--- src/ir_mod_pkg.sv ---
// Package with register map, field layout, reset values and timing for the IR modulator.
package ir_mod_pkg;

  // ****************************************************************
  // Register indices and byte addresses
  // ****************************************************************
  localparam logic [15:0] IDX_CONTROL_STATUS = 16'h0014;
  localparam logic [15:0] IDX_UPPER_NIBBLES  = 16'h0015;
  localparam logic [15:0] IDX_MARK_LOW       = 16'h0016;
  localparam logic [15:0] IDX_SPACE_LOW      = 16'h0017;
  localparam logic [15:0] IDX_ALT_CONTROL    = 16'h0018;
  localparam logic [15:0] IDX_OUT_LATCH      = 16'h0019;
  localparam logic [15:0] IDX_COUNT_LOW      = 16'h3FF2;
  localparam logic [15:0] IDX_COUNT_HIGH     = 16'h3FF3;

  // Byte address of a register is four times its index.
  function automatic logic [15:0] addr_of(input logic [15:0] idx);
    return {idx[13:0], 2'b00};
  endfunction

  // ****************************************************************
  // Control and status field positions
  // ****************************************************************
  localparam int BIT_ENABLE    = 0;
  localparam int BIT_IRQ_EN    = 1;
  localparam int BIT_MODE      = 2;
  localparam int BIT_BASE      = 3;
  localparam int BIT_EXT_SPACE = 4;
  localparam int BIT_CYCLE_END = 7;
  localparam int BIT_HALF_RATE = 0;
  localparam int BIT_LATCH     = 0;

  localparam logic [4:0]  CONTROL_RESET = 5'h00;
  localparam logic [11:0] BUFFER_RESET  = 12'h000;

  // ****************************************************************
  // Timing
  // ****************************************************************
  localparam int          OSC_DIV     = 8;
  localparam logic [3:0]  PRE_LAST    = 4'(OSC_DIV - 1);
  localparam logic [3:0]  PRE_LAST_X2 = 4'(2 * OSC_DIV - 1);

  typedef enum {MOD_IDLE, MOD_MARK, MOD_SPACE} mod_state_t;

  typedef struct packed {
    logic ext_space;
    logic base;
    logic mode_fsk;
    logic irq_en;
    logic enable;
  } control_t;

endpackage
--- src/ir_carrier_modulator.sv ---
// Mark/space modulator of the infrared transmitter with its APB register file.
// How it works
// Time mode or FSK mode, chosen by mode bit.
// Enable loads compare, counter and opens gate.
// Counter underflow closes gate, output low.
// Complement match reopens gate and reloads both.
// Disable finishes current cycle, then output low.
// Zero space compare gives no space.
// Buffers written through three byte registers.
// Counter readable as low byte and high nibble.
// Time mode ticks every eight oscillator clocks.
// Mark is buffer plus one, space buffer ticks.
// Half rate doubles every mark and space.
// Gate changes only while carrier is low; in unmodulated mode the code moves it while carrier is high.
// Mark passes carrier, space forces low.
// Unmodulated mode: mark high, space low.
// FSK counts carrier periods for mark and space.
// FSK mark expiry swaps carrier register sets.
// FSK zero space switches sets back to back.
// Extended space turns whole periods into space.
// Software never starts with extended space set.
// Match sets cycle end flag, raises enabled interrupt.
// Status read then data byte access clears flag.
// Service routine reloads buffers and clears flag.
// Mode bit zero is time, reset clears it.
// Unmodulated stops carrier, holds it high.
// Pin follows modulator when running, else latch.
// Reset leaves modulator idle, gate closed, low.
//
// Our own choice: the APB register port.
`timescale 1ns/1ps
`default_nettype none

module ir_carrier_modulator (
  // Clock and reset
  input  wire logic        core_clk,
  input  wire logic        rst_n,
  // APB slave
  input  wire logic        psel,
  input  wire logic        penable,
  input  wire logic        pwrite,
  input  wire logic [15:0] paddr,
  input  wire logic [31:0] pwdata,
  output logic      [31:0] prdata,
  output logic             pready,
  output logic             pslverr,
  // Carrier generator
  input  wire logic        carrier_in,
  input  wire logic        carrier_period_tick,
  output logic             carrier_swap,
  output logic             carrier_stop,
  // Transmitter and CPU
  output logic             infrared_out_pin,
  output logic             cycle_end_irq
);

  // ****************************************************************
  // Registers
  // ****************************************************************
  ir_mod_pkg::control_t   ctrl_ff;
  logic                   half_rate_ff;
  logic                   latch_ff;
  logic [11:0]            mark_buffer_ff;
  logic [11:0]            space_buffer_ff;
  logic [11:0]            space_compare_ff;
  logic [11:0]            cnt_ff;
  ir_mod_pkg::mod_state_t state_ff;
  logic                   ext_ff;
  logic                   flag_ff;
  logic                   armed_ff;
  logic [3:0]             pre_ff;
  logic                   half_tgl_ff;
  logic                   gate_sync_ff;
  logic                   ir_ff;
  logic                   swap_ff;
  logic [31:0]            rdata_ff;

  // ****************************************************************
  // Register decode
  // ****************************************************************
  logic        acc;
  logic        wr;
  logic        hit;
  logic [31:0] rd_val;
  logic        sel_ctrl;
  logic        sel_data_low;

  function automatic logic is_at(input logic [15:0] a, input logic [15:0] idx);
    return a == ir_mod_pkg::addr_of(idx);
  endfunction

  assign acc          = psel && penable;
  assign wr           = acc && pwrite && hit;
  assign sel_ctrl     = is_at(paddr, ir_mod_pkg::IDX_CONTROL_STATUS);
  assign sel_data_low = is_at(paddr, ir_mod_pkg::IDX_MARK_LOW) ||
                        is_at(paddr, ir_mod_pkg::IDX_SPACE_LOW);

  always_comb begin
    hit    = 1'b1;
    rd_val = 32'h0000_0000;
    if (sel_ctrl) begin
      rd_val[ir_mod_pkg::BIT_CYCLE_END] = flag_ff;
      rd_val[4:0] = ctrl_ff;
    end else if (is_at(paddr, ir_mod_pkg::IDX_UPPER_NIBBLES)) begin
      rd_val[7:0] = {mark_buffer_ff[11:8], space_buffer_ff[11:8]};
    end else if (is_at(paddr, ir_mod_pkg::IDX_MARK_LOW)) begin
      rd_val[7:0] = mark_buffer_ff[7:0];
    end else if (is_at(paddr, ir_mod_pkg::IDX_SPACE_LOW)) begin
      rd_val[7:0] = space_buffer_ff[7:0];
    end else if (is_at(paddr, ir_mod_pkg::IDX_ALT_CONTROL)) begin
      rd_val[ir_mod_pkg::BIT_HALF_RATE] = half_rate_ff;
    end else if (is_at(paddr, ir_mod_pkg::IDX_OUT_LATCH)) begin
      rd_val[ir_mod_pkg::BIT_LATCH] = latch_ff;
    end else if (is_at(paddr, ir_mod_pkg::IDX_COUNT_LOW)) begin
      rd_val[7:0] = cnt_ff[7:0];
    end else if (is_at(paddr, ir_mod_pkg::IDX_COUNT_HIGH)) begin
      rd_val[3:0] = cnt_ff[11:8];
    end else begin
      hit = 1'b0;
    end
  end

  // Read data is captured in the setup cycle and answered with no wait state.
  assign pready  = 1'b1;
  assign pslverr = acc && !hit;
  assign prdata  = rdata_ff;

  always_ff @(posedge core_clk or negedge rst_n) begin
    if (!rst_n) begin
      rdata_ff <= 32'h0000_0000;
    end else if (psel && !penable) begin
      rdata_ff <= rd_val;
    end
  end

  always_ff @(posedge core_clk or negedge rst_n) begin
    if (!rst_n) begin
      ctrl_ff      <= ir_mod_pkg::CONTROL_RESET;
      half_rate_ff <= 1'b0;
      latch_ff     <= 1'b0;
    end else if (wr && sel_ctrl) begin
      ctrl_ff <= pwdata[4:0];
    end else if (wr && is_at(paddr, ir_mod_pkg::IDX_ALT_CONTROL)) begin
      half_rate_ff <= pwdata[ir_mod_pkg::BIT_HALF_RATE];
    end else if (wr && is_at(paddr, ir_mod_pkg::IDX_OUT_LATCH)) begin
      latch_ff <= pwdata[ir_mod_pkg::BIT_LATCH];
    end
  end

  always_ff @(posedge core_clk or negedge rst_n) begin
    if (!rst_n) begin
      mark_buffer_ff  <= ir_mod_pkg::BUFFER_RESET;
      space_buffer_ff <= ir_mod_pkg::BUFFER_RESET;
    end else if (wr) begin
      if (is_at(paddr, ir_mod_pkg::IDX_UPPER_NIBBLES)) begin
        mark_buffer_ff[11:8]  <= pwdata[7:4];
        space_buffer_ff[11:8] <= pwdata[3:0];
      end
      if (is_at(paddr, ir_mod_pkg::IDX_MARK_LOW)) begin
        mark_buffer_ff[7:0] <= pwdata[7:0];
      end
      if (is_at(paddr, ir_mod_pkg::IDX_SPACE_LOW)) begin
        space_buffer_ff[7:0] <= pwdata[7:0];
      end
    end
  end

  // ****************************************************************
  // Count rate
  // ****************************************************************
  logic tick;
  logic tick_time;
  logic tick_fsk;
  logic start;

  assign start     = (state_ff == ir_mod_pkg::MOD_IDLE) && ctrl_ff.enable;
  assign tick_time = pre_ff == (half_rate_ff ? ir_mod_pkg::PRE_LAST_X2 : ir_mod_pkg::PRE_LAST);
  assign tick_fsk  = carrier_period_tick && (!half_rate_ff || half_tgl_ff);
  assign tick      = ctrl_ff.mode_fsk ? tick_fsk : tick_time;

  always_ff @(posedge core_clk or negedge rst_n) begin
    if (!rst_n) begin
      pre_ff <= 4'h0;
    end else if (start || tick_time) begin
      pre_ff <= 4'h0;
    end else begin
      pre_ff <= pre_ff + 4'h1;
    end
  end

  always_ff @(posedge core_clk or negedge rst_n) begin
    if (!rst_n) begin
      half_tgl_ff <= 1'b0;
    end else if (start) begin
      half_tgl_ff <= 1'b0;
    end else if (carrier_period_tick) begin
      half_tgl_ff <= !half_tgl_ff;
    end
  end

  // ****************************************************************
  // Mark and space sequencer
  // ****************************************************************
  logic [11:0] nxt_cnt;
  logic        underflow;
  logic        match;
  logic        cycle_end;

  assign nxt_cnt   = cnt_ff - 12'h001;
  assign underflow = (state_ff == ir_mod_pkg::MOD_MARK) && (cnt_ff == 12'h000);
  assign match     = ((state_ff == ir_mod_pkg::MOD_SPACE) || underflow) &&
                     (~nxt_cnt == space_compare_ff);
  assign cycle_end = tick && match;

  always_ff @(posedge core_clk or negedge rst_n) begin
    if (!rst_n) begin
      state_ff         <= ir_mod_pkg::MOD_IDLE;
      cnt_ff           <= ir_mod_pkg::BUFFER_RESET;
      space_compare_ff <= ir_mod_pkg::BUFFER_RESET;
      ext_ff           <= 1'b0;
    end else if (start) begin
      state_ff         <= ir_mod_pkg::MOD_MARK;
      cnt_ff           <= mark_buffer_ff;
      space_compare_ff <= space_buffer_ff;
      ext_ff           <= 1'b0;
    end else if (tick && state_ff != ir_mod_pkg::MOD_IDLE) begin
      if (match && ctrl_ff.enable) begin
        state_ff         <= ir_mod_pkg::MOD_MARK;
        cnt_ff           <= mark_buffer_ff;
        space_compare_ff <= space_buffer_ff;
        ext_ff           <= ctrl_ff.ext_space;
      end else if (match) begin
        state_ff <= ir_mod_pkg::MOD_IDLE;
        ext_ff   <= 1'b0;
      end else begin
        cnt_ff <= nxt_cnt;
        if (underflow) begin
          state_ff <= ir_mod_pkg::MOD_SPACE;
        end
      end
    end
  end

  // A mark expiry in FSK mode tells the carrier generator to change sets.
  always_ff @(posedge core_clk or negedge rst_n) begin
    if (!rst_n) begin
      swap_ff <= 1'b0;
    end else begin
      swap_ff <= tick && underflow && ctrl_ff.mode_fsk;
    end
  end

  // ****************************************************************
  // Gate, output and cycle end flag
  // ****************************************************************
  logic gate_want;
  logic carrier_eff;
  logic mod_out;

  assign gate_want   = (state_ff == ir_mod_pkg::MOD_MARK) && !ext_ff;
  assign carrier_eff = ctrl_ff.base || carrier_in;
  assign mod_out     = gate_sync_ff && carrier_eff;

  // Outside unmodulated mode the gate only moves while the carrier is low, so no pulse is cut short.
  always_ff @(posedge core_clk or negedge rst_n) begin
    if (!rst_n) begin
      gate_sync_ff <= 1'b0;
    end else if (ctrl_ff.base || !carrier_in) begin
      gate_sync_ff <= gate_want;
    end
  end

  always_ff @(posedge core_clk or negedge rst_n) begin
    if (!rst_n) begin
      ir_ff <= 1'b0;
    end else if (state_ff != ir_mod_pkg::MOD_IDLE) begin
      ir_ff <= mod_out;
    end else begin
      ir_ff <= latch_ff;
    end
  end

  always_ff @(posedge core_clk or negedge rst_n) begin
    if (!rst_n) begin
      armed_ff <= 1'b0;
    end else if (acc && sel_ctrl && !pwrite) begin
      armed_ff <= 1'b1;
    end else if (acc && sel_data_low) begin
      armed_ff <= 1'b0;
    end
  end

  // A new cycle end wins over a clear in the same cycle.
  always_ff @(posedge core_clk or negedge rst_n) begin
    if (!rst_n) begin
      flag_ff <= 1'b0;
    end else if (cycle_end) begin
      flag_ff <= 1'b1;
    end else if (acc && sel_data_low && armed_ff) begin
      flag_ff <= 1'b0;
    end
  end

  assign cycle_end_irq    = flag_ff && ctrl_ff.irq_en;
  assign carrier_stop     = ctrl_ff.base;
  assign carrier_swap     = swap_ff;
  assign infrared_out_pin = ir_ff;

  // ****************************************************************
  // Assertions
  // ****************************************************************
  a_idle_gate_closed: assert property (@(posedge core_clk) disable iff (!rst_n)
    (state_ff == ir_mod_pkg::MOD_IDLE) && (ctrl_ff.base || !carrier_in) |=> !gate_sync_ff)
    else $error("Gate open while modulator idle.");

  a_space_output_low: assert property (@(posedge core_clk) disable iff (!rst_n)
    (state_ff == ir_mod_pkg::MOD_SPACE) && !gate_sync_ff |=> !ir_ff)
    else $error("Output high during space.");

  a_reload_mark: assert property (@(posedge core_clk) disable iff (!rst_n)
    cycle_end && ctrl_ff.enable |=> cnt_ff == $past(mark_buffer_ff) &&
                                    state_ff == ir_mod_pkg::MOD_MARK)
    else $error("Counter not reloaded at cycle end.");

  a_disable_stops: assert property (@(posedge core_clk) disable iff (!rst_n)
    cycle_end && !ctrl_ff.enable |=> state_ff == ir_mod_pkg::MOD_IDLE)
    else $error("Modulator kept running after disable.");

  a_time_tick_rate: assert property (@(posedge core_clk) disable iff (!rst_n)
    tick_time && !half_rate_ff && !start |=> (!tick_time && !start)[*7] ##0 !half_rate_ff
      |=> tick_time)
    else $error("Time tick spacing is not eight clocks.");

  a_tick_not_early: assert property (@(posedge core_clk) disable iff (!rst_n)
    tick_time |=> (!tick_time)[*7])
    else $error("Time tick came early.");

  a_zero_space: assert property (@(posedge core_clk) disable iff (!rst_n)
    tick && underflow && space_compare_ff == 12'h000 |-> cycle_end)
    else $error("Zero space did not end the cycle at once.");

  a_gate_sync: assert property (@(posedge core_clk) disable iff (!rst_n)
    $changed(gate_sync_ff) && !$past(ctrl_ff.base) |-> !$past(carrier_in))
    else $error("Gate moved while carrier high.");

  a_fsk_swap: assert property (@(posedge core_clk) disable iff (!rst_n)
    carrier_swap |-> $past(ctrl_ff.mode_fsk) && $past(state_ff) == ir_mod_pkg::MOD_MARK &&
                     $past(cnt_ff) == 12'h000)
    else $error("Swap outside FSK mark expiry.");

  a_flag_irq: assert property (@(posedge core_clk) disable iff (!rst_n)
    cycle_end && ctrl_ff.irq_en && !(wr && sel_ctrl) |=> flag_ff && cycle_end_irq)
    else $error("Cycle end did not raise flag and interrupt.");

  a_flag_clear: assert property (@(posedge core_clk) disable iff (!rst_n)
    flag_ff && !armed_ff && !cycle_end |=> flag_ff)
    else $error("Flag cleared without status read.");

  a_pin_latch: assert property (@(posedge core_clk) disable iff (!rst_n)
    state_ff == ir_mod_pkg::MOD_IDLE |=> ir_ff == $past(latch_ff))
    else $error("Idle pin does not follow latch.");

endmodule // ir_carrier_modulator

`default_nettype wire

--- config.mk ---
export PLATFORM = sky130hd
export DESIGN_NAME = ir_carrier_modulator
export DESIGN_NICKNAME = d
export VERILOG_FILES = /design/src/ir_mod_pkg.sv /design/src/ir_carrier_modulator.sv
export SDC_FILE = /design/constraint.sdc
export NUM_CORES = 1
export LEC_CHECK = 0
export BUFFER_PORTS_ARGS = -buffer_cell sky130_fd_sc_hd__buf_2
export CORE_MARGIN = 1
export CORE_UTILIZATION = 40
export DETAILED_ROUTE_END_ITERATION = 12
export PLACE_DENSITY = 0.6
export SETUP_SLACK_MARGIN = 0.02
export SYNTH_ARGS = -nofsm -noshare
export SYNTH_HDL_FRONTEND = slang
export SYNTH_SLANG_ARGS = --single-unit
export TNS_END_PERCENT = 30
--- constraint.sdc ---
create_clock -name core_clk -period 4.1 [get_ports core_clk]
set_input_delay 0.41 -clock core_clk [delete_from_list [all_inputs] [get_ports core_clk]]
set_output_delay 0.41 -clock core_clk [all_outputs]
set_load 0.1 [all_outputs]
Word level (Yosys, flattened, before mapping)
Index checks and enable logic that the tools add are counted.
{ "word_totals": {"input_bits": 55, "register_bits": 106, "wordCells": 144, "out_inout_bits": 38} }
{ "classes": {"n_reduce_logical": 56, "n_bitwise": 3, "add_sub_neg": 2, "n_eq_ne": 13, "muxes": 47} }
{ "op_table": {"columns": ["op", "count"], "rows": [
  ["2-to-1 mux 32 bit", 5],
  ["equality test 16 x 7 -> 1 bit, second input constant", 6],
  ["2-to-1 mux 12 bit", 7],
  ["equality test 16 bit, second input constant", 2],
  ["equality test 32 x 2 -> 1 bit, second input constant", 1],
  ["equality test 32 x 3 -> 1 bit, second input constant", 1],
  ["logical NOT 32 bit", 1],
  ["nonzero test 32 bit", 1],
  ["logical AND 1 bit", 24],
  ["2-to-1 mux 8 bit", 3],
  ["2-to-1 mux 1 bit", 23],
  ["2-to-1 mux 4 bit", 5],
  ["AND reduction 2 bit", 8],
  ["2-to-1 mux 7 bit", 2],
  ["equality test 12 bit", 1],
  ["logical NOT 12 bit", 1],
  ["NOT 12 bit", 1],
  ["subtractor 12 x 1 -> 12 bit, second input constant", 1],
  ["nonzero test 2 bit", 5],
  ["logical NOT 1 bit", 7],
  ["logical OR 1 bit", 6],
  ["2-to-1 mux 5 bit", 1],
  ["adder 4 x 1 -> 4 bit, second input constant", 1],
  ["equality test 4 bit", 1],
  ["other kinds (6)", 7]
]} }

Logic depth before layout (Yosys ltp)
Gate-level depths: netlist (run 1).
{ "logic_depth": {"depth_word": 13, "ltp_mapped": 12, "mapped_depth_nobuf": 9} }

Worst setup path after synthesis (run 1)
Ideal clock, no wire load.
{ "synth_path": {"kind": "input to output", "start": "in paddr[4]", "end": "out pslverr", "path_slack_ns": 0.660, "n_path_buf": 0, "stages": 4, "t_required_ns": 3.690, "arrival_ns": 3.030, "cell_sequence": "nor2b_1 nand4_1 a21oi_1 a211oi_1"} }
{ "synth_between": {"elab_chain_cells": 11, "elab_cells_between_ends": 18, "cone_classes": "8 x eq/ne; 8 x mux; 2 x reduce/logical"} }
{ "synth_lines": {"columns": ["item", "line_no", "text"], "rows": [
  ["start, declared", "ir_carrier_modulator.sv:42", "input wire logic [15:0] paddr,"],
  ["equality test 16 bit", "ir_carrier_modulator.sv:89", "return a == ir_mod_pkg::addr_of(idx);"],
  ["2-to-1 mux 1 bit", "ir_carrier_modulator.sv:116", "end else if (is_at(paddr, ir_mod_pkg::IDX_COUNT_HIGH)) begin"],
  ["2-to-1 mux 1 bit", "ir_carrier_modulator.sv:114", "end else if (is_at(paddr, ir_mod_pkg::IDX_COUNT_LOW)) begin"],
  ["2-to-1 mux 1 bit", "ir_carrier_modulator.sv:112", "end else if (is_at(paddr, ir_mod_pkg::IDX_OUT_LATCH)) begin"],
  ["2-to-1 mux 1 bit", "ir_carrier_modulator.sv:110", "end else if (is_at(paddr, ir_mod_pkg::IDX_ALT_CONTROL)) begin"],
  ["2-to-1 mux 1 bit", "ir_carrier_modulator.sv:108", "end else if (is_at(paddr, ir_mod_pkg::IDX_SPACE_LOW)) begin"],
  ["2-to-1 mux 1 bit", "ir_carrier_modulator.sv:106", "end else if (is_at(paddr, ir_mod_pkg::IDX_MARK_LOW)) begin"],
  ["2-to-1 mux 1 bit", "ir_carrier_modulator.sv:104", "end else if (is_at(paddr, ir_mod_pkg::IDX_UPPER_NIBBLES)) begin"],
  ["2-to-1 mux 1 bit (*)", "ir_carrier_modulator.sv:101", "if (sel_ctrl) begin"],
  ["logical NOT 1 bit (*)", "ir_carrier_modulator.sv:125", "assign pslverr = acc && !hit;"],
  ["logical AND 1 bit (*)", "ir_carrier_modulator.sv:125", null],
  ["end, declared", "ir_carrier_modulator.sv:46", "output logic pslverr,"]
]} }
Mark *: on every way between the ends. The rest lies on a longest branch, timed or not.

Worst setup path in the final report (run 1)
{ "layout_path": {"start": "reg cnt_ff[0]", "end": "reg space_compare_ff[9]"} }
{ "layout_between": {"elab_chain_cells": 7, "elab_cells_between_ends": 10, "cone_classes": "1 x add/sub; 1 x eq/ne; 1 x bitwise; 7 x reduce/logical"} }
{ "layout_lines": {"columns": ["item", "line_no", "text"], "rows": [
  ["start, declared", "ir_carrier_modulator.sv:66", "logic [11:0] cnt_ff;"],
  ["start signal, assigned", "ir_carrier_modulator.sv:218", "cnt_ff <= ir_mod_pkg::BUFFER_RESET;"],
  ["start signal, assigned", "ir_carrier_modulator.sv:223", "cnt_ff <= mark_buffer_ff;"],
  ["start signal, assigned", "ir_carrier_modulator.sv:229", "cnt_ff <= mark_buffer_ff;"],
  ["subtractor 12 x 1 -> 12 bit / logical NOT 12 bit (equally long branches)", "ir_carrier_modulator.sv:209, ir_carrier_modulator.sv:210", null],
  ["NOT 12 bit / logical AND 1 bit (equally long branches)", "ir_carrier_modulator.sv:212, ir_carrier_modulator.sv:210", null],
  ["equality test 12 bit / logical OR 1 bit (equally long branches)", "ir_carrier_modulator.sv:212, ir_carrier_modulator.sv:211", null],
  ["logical AND 1 bit (*)", "ir_carrier_modulator.sv:211", "assign match = ((state_ff == ir_mod_pkg::MOD_SPACE) || underflow) &&"],
  ["logical AND 1 bit (*)", "ir_carrier_modulator.sv:227", "if (match && ctrl_ff.enable) begin"],
  ["nonzero test 2 bit (no source line) (*)", null, null],
  ["AND reduction 2 bit (no source line) (*)", null, null],
  ["end signal, assigned", "ir_carrier_modulator.sv:219", "space_compare_ff <= ir_mod_pkg::BUFFER_RESET;"],
  ["end signal, assigned", "ir_carrier_modulator.sv:224", "space_compare_ff <= space_buffer_ff;"],
  ["end signal, assigned", "ir_carrier_modulator.sv:230", "space_compare_ff <= space_buffer_ff;"],
  ["end, declared", "ir_carrier_modulator.sv:65", "logic [11:0] space_compare_ff;"]
]} }
Marks and branches as above.
A chain may end at the register's enable or synchronous reset.

==> results of run 1 <==
## per-stage QoR
stage	area, um2	utilization [%]	std cells	hold slack [ps]
floorplan	4530	-	475	114
global placement	4660	43.0	616	440
detailed placement	4660	43.0	616	451
CTS	4870	45.0	632	256
global route	4870	45.0	632	286
finish	4870	45.0	632	184
## routing by layer
| metal | part of all wire (%) | track usage, % | up-vias | wire length (um) |
|---|---|---|---|---|
| met4 | 2.0 | 8.51 | 0 | 229 |
| met3 | 5.1 | 2.72 | 26 | 577 |
| li1 | - | - | 1689 | - |
| met5 | 0 | 0 | - | 0 |
| met2 | 47 | 33.6 | 157 | 5330 |
| met1 | 46 | 28.9 | 1774 | 5250 |
## area by class of cell
| type | instances | area (um2) | share of cell area [%] |
|---|---|---|---|
| clock buffer | 11 | 151 | 3.11 |
| timing repair buffer | 50 | 270 | 5.54 |
| tap | 140 | 175 | 3.59 |
| clock inverter | 5 | 58.8 | 1.21 |
| sequential | 76 | 1900 | 39.0 |
| multi-input combinational | 338 | 2270 | 46.6 |
| inverter | 12 | 45.0 | 0.924 |
## sequential cells by signal (all words and copies together) (netlist names)
| name | cells |
|---|---|
| flag_ff | 1 |
| latch_ff | 1 |
| gate_sync_ff | 1 |
| ctrl_ff | 4 |
| ext_ff | 1 |
| space_buffer_ff | 12 |
| armed_ff | 1 |
| space_compare_ff | 12 |
| infrared_out_pin | 1 |
| pre_ff | 4 |
| half_rate_ff | 1 |
| carrier_swap | 1 |
| carrier_stop | 1 |
| mark_buffer_ff | 12 |
| state_ff | 2 |
| half_tgl_ff | 1 |
| cnt_ff | 12 |
| prdata | 8 |
## path summary, 6_finish.rpt
check | end | slack, ps | depth (start not counted)
max | space_compare_ff[9] | 410 | 10
min | cnt_ff[5] | 180 | 1
max reg2reg | space_compare_ff[9] | 410 | 10
min reg2reg | gate_sync_ff | 450 | 1
max in group asynchronous | cnt_ff[10] | 3250 | 1
min in group core_clk | armed_ff | 280 | 2
## worst max-delay path: stages (launching register included)
cell and delay (ps):
dfrtp_1 490, inv_1 150, ha_1 290, or3b_4 440
nor3_2 240, a31oi_1 160, or3_1 400, o41ai_2 360
and2_1 470, buf_4 240, mux2_1 330
## cell usage after synthesis, types with 12 or more instances
cell type,count
nand3_1,17
nor3_1,12
xnor2_1,14
o21ai_0,25
mux2_2,32
buf_4,28
nor2_1,32
dfrtp_1,76
nand2_1,30
a21oi_1,14
clkbuf_1,14
inv_1,12
## cell families (layout without fill, tap and decap cells)
| group | after synthesis | in the layout |
|---|---|---|
| xor gates and xnor gates | 19 | 19 |
| DFF | 76 | 76 |
| AOI/OAI and AO/OA | 99 | 99 |
| buffers and inverters | 61 | 78 |
| muxes | 44 | 44 |
| and+or+nand+nor | 149 | 149 |
| other | 2 | 25 |
| adders and majority gates | 2 | 2 |
## where the power goes
| part | total, mW | switching, mW | internal (mW) |
|---|---|---|---|
| logic | 0.197 | 0.172 | 0.0258 |
| registers | 0.763 | 0.00591 | 0.757 |
| clock network | 0.609 | 0.294 | 0.316 |
| total | 1.57 | 0.471 | 1.10 |
==> metrics.txt, run 1 <==
RSZ-0062 raised after global routing=false; vias in the first global route=3470; Die Span Y=107 um; Resize count post-CTS=0; Die X=107 um; leakage=2.21 nW; Post-synth top flop=dfrtp_1; Synthesis Warnings=0; commonest cells after routing, fill and taps aside=dfrtp_1 (76), buf_2 (42), nor2_1 (32), mux2_2 (32), nand2_1 (30); Ant. Diodes=0; ys async rst share=100%; CTS root buf=clkbuf_8; Slew HR=34.6%; CTS Buf Count=9; Worst Hold Class=in -> async; CP Max Fanout=9; nets=544; largest cells by area after synthesis=dfrtp_1 (43%), mux2_2 (8.1%), buf_4 (4.7%); Max Buffers Root-to-Sink=2; core area=0.0108 mm2; commonest non-fill, non-tap cell in the layout=dfrtp_1; Critical path origin=cnt_ff[0]; drt initial violations=253; register clock-pin slew on the reported worst setup and hold paths=90 ps; worst skew pair latency=350 ps; drt wl/cell=18.0 um; I/O pins=93; largest family of logic cells by synthesized area=simple AND/OR/NAND/NOR gates; sequential share of the synthesized area=42.8%; Routed Wire Length=11400 um; crit end category=flop; adder-cell area share of the yosys netlist=0.563%; setup TNS=0 ps; final routed DRC violation total=0; post-synthesis register bit count=76; GRT Util Overall=21.1%; gp weighted congestion=0.871; Routed Antenna Nets=0; Initial Util=41.0%; power density cells=322 mW/mm2; Hold-fix buffers, CTS=0; Slew @ Worst Pin=981 ps; post-synthesis mux area share=11.1%; Via Count=3646; Synth Area in XOR/XNOR=3.74%; CTS tree=yes; Pre-Repair DR Iteration Count=4; clock skew=10.9 ps; clock sink total=76; largest net degree at the start of global routing=77; final hold violation count=0; post-layout minimum cycle time=3690 ps; antenna violations before repair=0; layout cells sized above 1=22.4%; r2r startpoint=cnt_ff[0]; hpwl dp=8480 um; DP Worst Slack=467 ps; max_cap viols=0; Post-Syn Area per Cell=9.84 um2; Post-Synth Simple-Gate Area=17.9%; cell taking the most area after synthesis=dfrtp_1; Fmax=271 MHz; outcome=complete, no violations; Synth cell types=65; htree depth=3; total power=1.57 mW; compound-cell area share of the yosys netlist=15.7%; Cells after Synth=452; max-slew violations=0; setup violators final=0; top-area cell type share of the netlist area=42.8%; worst setup margin=410 ps; die area=0.0115 mm2; Mapped Area=0.00445 mm2; WS Path Type=reg -> reg; crit path launch type=flop; Area growth syn-to-layout=9.65%; global-route wire length before repair=18500 um; Worst VDD drop=186 uV; grt ovf=0; Required @ worst endpoint=4330 ps; port bufs=43; # rows=38; Via-to-Cell Ratio=5.77; number of flops mapped to enable cells by yosys=0; Filler cells=1040; Worst EP arrival=3920 ps; setup bufs post-CTS=0; fin crit share=90.0%
Power figures use the tool's default switching activity.
==> run 2, diff against run 1 <==
ABC_AREA = 1   (was unset)
==> metrics.txt, run 2 <==
Die X=111 um; Slew HR=34.7%; Final Instance Area=0.00523 mm2; crit end category=flop; # rows=39; setup violators final=0; ys async rst share=100%; largest cells by area after synthesis=dfrtp_1 (40%), nand2_1 (15%), inv_1 (6.6%); Max Buffers Root-to-Sink=2; final routed DRC violation total=11; cell area after placement=0.00496 mm2; Required @ worst endpoint=4320 ps; top-area cell type share of the netlist area=40.0%; cell taking the most area after synthesis=dfrtp_1; number of flops mapped to enable cells by yosys=0; core area=0.0115 mm2; final hold violation count=0; hpwl dp=9140 um; Filler cells=1142; Initial Util=41.3%; power density cells=627 mW/mm2; CTS tree=yes; Via Count=4214; Post-Syn Area per Cell=7.32 um2; Worst Hold Class=in -> async; Post-synth top flop=dfrtp_1; Area growth syn-to-layout=9.97%; Ant. Diodes=0; setup TNS=0 ps; area of the multi-input gates=0.00232 mm2; fin crit share=72.5%; port bufs=43; synth cell count leaders=nand2_1 (189), inv_1 (84), dfrtp_1 (76), nand3_1 (60), nor2_1 (52); crit path launch type=flop; WS Path Type=reg -> reg; max_cap viols=0; violated checks=design-rule violations; Mapped Area=0.00476 mm2; Routed Wire Length=11800 um; most frequent cell after synthesis=nand2_1; Via-to-Cell Ratio=5.03; r2r startpoint=cnt_ff[0]; Worst VDD drop=271 uV; CP Max Fanout=25; clock sink total=76; antenna violations before repair=0; Routed Antenna Nets=0; Critical path origin=cnt_ff[0]; drt initial violations=203; commonest cells after routing, fill and taps aside=nand2_1 (189), inv_1 (84), dfrtp_1 (76); CTS root buf=clkbuf_16; FF+latch area=0.00190 mm2; Fmax=336 MHz; Synthesis Warnings=0; commonest non-fill, non-tap cell in the layout=nand2_1; grt ovf=0; die area=0.0123 mm2; htree depth=3; setup bufs post-CTS=0; GRT Util Overall=20.6%; layout cells sized above 1=15.4%; clock skew=6.15 ps; register clock-pin slew on the reported worst setup and hold paths=60 ps; Hold-fix buffers, CTS=0; vias in the first global route=3984; post-layout minimum cycle time=2970 ps; max-slew violations=0; sequential share of the synthesized area=40.0%; fin util=45.4%; outcome=finished, violations left; CTS Buf Count=9; leakage=2.73 nW; global-route wire length before repair=20200 um; post-synthesis register bit count=76; largest net degree at the start of global routing=77; gp weighted congestion=0.880; worst skew pair latency=340 ps; Die Span Y=111 um; RSZ-0062 raised after global routing=false; Cells after Synth=650; Slew @ Worst Pin=979 ps; Resize count post-CTS=0; Worst EP arrival=3190 ps; nets=748; Synth cell types=41; I/O pins=93; drt wl/cell=14.0 um; Pre-Repair DR Iteration Count=8
run 2: critical path, stage by stage (launching register included):
cell and delay, ps:
dfrtp_1 460, inv_2 180, ha_1 410, nand2_2 160
nor2_1 120, nand2_1 80, nand2_2 90, nand3_2 70
nor2_2 70, nand3_1 110, nor2_4 180, nand3_4 220
nand2_4 230, nand2_4 240, nand2_1 160, o21ai_2 60
run 2: worst paths after layout:
kind,endpoint,slack (ps),depth (start not counted)
min reg2reg,pre_ff[0],470,1
min in group core_clk,space_buffer_ff[5],320,3
max,space_compare_ff[7],1130,15
max in group asynchronous,carrier_swap,3240,1
min,prdata[5],220,1
max reg2reg,space_compare_ff[7],1130,15
run 2: power by group:
group,switching [mW],internal [mW]
clock network,0.312,0.406
registers,0.219,0.922
logic,0.973,0.448
run 2: per-stage QoR:
stage / instances / setup slack (ps) / power, mW / hold WS, ps
final: 838 / 1130 / 3.28 / 220
after floorplan: 673 / 1260 / 2.30 / 114
after global routing: 838 / 879 / 3.53 / 314
after detailed placement: 823 / 1140 / 2.57 / 460
after global placement: 823 / 1210 / 2.53 / 446
after CTS: 838 / 1130 / 3.29 / 279
run 2: final cells by class:
cell class	count	share of cell area (%)
Clock buffer	9	4.31
Clock inverter	6	0.813
Inverter	90	6.46
Sequential cell	76	36.4
Tap cell	143	3.42
Timing Repair Buffer	44	4.31
Multi-Input combinational cell	470	44.3
run 2: kinds of logic after synthesis:
logic type | after synthesis | synth area share (%)
and+or+nand+nor | 355 | 34.8
xor gates and xnor gates | 6 | 1.10
adders and majority gates | 2 | 0.526
other | 2 | 0.158
DFF | 76 | 40.0
AOI/OAI and AO/OA | 82 | 10.4
buffers and inverters | 127 | 13.1
run 2: routing by layer:
metal | track usage (%) | vias up | routed length [um]
li1 | - | 2105 | -
met1 | 28.0 | 1949 | 5500
met2 | 33.7 | 141 | 5450
met3 | 2.52 | 19 | 562
met4 | 8.02 | 0 | 246
met5 | 0 | - | 0
==> run 3, diff against run 2 <==
clock period = 3.1 ns   (was 4.1 ns; I/O delays follow)
==> metrics.txt, run 3 (synthesis gave the netlist of run 2 again) <==
outcome=finished, violations left; violated checks=design-rule violations; max_cap viols=0; nets=751; CTS root buf=clkbuf_16; antenna violations before repair=0; Worst path max stage delay=450 ps; clock sink total=76; layout cells sized above 1=15.8%; vias in the first global route=4107; Resize count post-CTS=0; total power=4.46 mW; gp weighted congestion=0.900; drt initial violations=212; CP Max Fanout=12; GRT Util Overall=21.0%; slowest CP cell=dfrtp_1; crit path launch type=flop; die area=0.0123 mm2; Filler cells=1178; WS Path Type=reg -> reg; crit end category=flop; final routed DRC violation total=12; Ant. Diodes=0; Hold-fix buffers, CTS=0; Worst Hold Class=in -> async; power density cells=844 mW/mm2; Required @ worst endpoint=3320 ps; Routed Antenna Nets=0; drt wl/cell=14.3 um; register clock-pin slew on the reported worst setup and hold paths=60 ps; max-slew violations=0; commonest non-fill, non-tap cell in the layout=nand2_1; FF+latch area=0.00190 mm2; setup bufs post-CTS=0; crit-path cells=inv_2 -> ha_1 -> nand2_2 -> o21ai_2 -> nand2_1 -> a21oi_2 -> nand3_1 -> nor2_4 -> nand3_1 -> nand2_1 -> inv_2 -> nand3_1 -> nand2_1; RSZ-0062 raised after global routing=false; Max Buffers Root-to-Sink=2; leakage=2.76 nW; final hold slack=113 ps; Fmax=363 MHz; final hold violation count=0; setup TNS=0 ps; Die X=111 um; fin util=45.9%; setup violators final=0; grt ovf=0; Pre-Repair DR Iteration Count=9; CTS Buf Count=9; largest net degree at the start of global routing=77; Area growth syn-to-layout=11.2%; Die Span Y=111 um; Via-to-Cell Ratio=5.01; area of the multi-input gates=0.00232 mm2; I/O pins=93; htree depth=3; fin crit share=89.0%; post-layout minimum cycle time=2760 ps; CTS tree=yes; global-route wire length before repair=20400 um; core area=0.0115 mm2; Routed Wire Length=12100 um; Via Count=4212; # rows=39; hpwl dp=9340 um; clock skew=7.00 ps; Initial Util=41.3%; Worst EP arrival=2980 ps; commonest cells after routing, fill and taps aside=nand2_1 (189), inv_1 (84), dfrtp_1 (76); Worst VDD drop=416 uV; worst skew pair latency=340 ps; Slew @ Worst Pin=981 ps; port bufs=43; Slew HR=34.6%
[run 3: cell types whose count changed in the layout (fill, tap and decap cells not counted), sizes merged]
| cell | change |
|---|---|
| clkbuf | +1 |
| clkinv | -2 |
| bufinv | +1 |
| buf | +3 |
[run 3: where the power goes]
part,switching [mW],internal [mW]
logic,1.29,0.602
registers,0.287,1.22
clock network,0.419,0.643
total,2.00,2.47
[run 3: critical path: cells and delay by family (launching register included)]
family	cells	cell delay, ps
buf+inv	2	380
fa+ha+maj	1	400
flops	1	450
simple gates	8	1080
compound gates	2	310
[run 3: routing by layer]
metal  share of wire, %  up-vias  track usage (%)
met1                 46     1960             27.4
met2                 48      132             35.0
met3                4.0       12             3.50
met5                  0        -                0
li1                   -     2108                -
met4                1.2        0             8.11
[run 3: metrics by stage]
stage               std cells  area (um2)  setup slack (ps)
global placement          826        4990               408
detailed placement        826        4990               353
finish                    841        5290               342
floorplan                 673        4840               462
global route              841        5290              92.2
CTS                       841        5290               351
[run 3: worst paths after layout]
path	startpoint	endpoint	slack (ps)	cells after the start
max in group asynchronous	rst_n	space_buffer_ff[6]	2330	1
hold reg to reg	pre_ff[0]	pre_ff[0]	470	1
setup / recovery	cnt_ff[0]	cnt_ff[2]	340	13
setup reg to reg	cnt_ff[0]	cnt_ff[2]	340	13
hold / removal	rst_n	prdata[7]	110	1
min in group core_clk	pwdata[7]	mark_buffer_ff[7]	220	3
[run 3: area by class of cell]
class                   instances  area share, %
flip-flops and latches         76           36.0
repair buffers                 47           4.69
clock inverters                 5           1.18
multi-input cells             470           43.9
well taps                     143           3.38
inverters                      90           6.39
clock buffers                  10           4.52
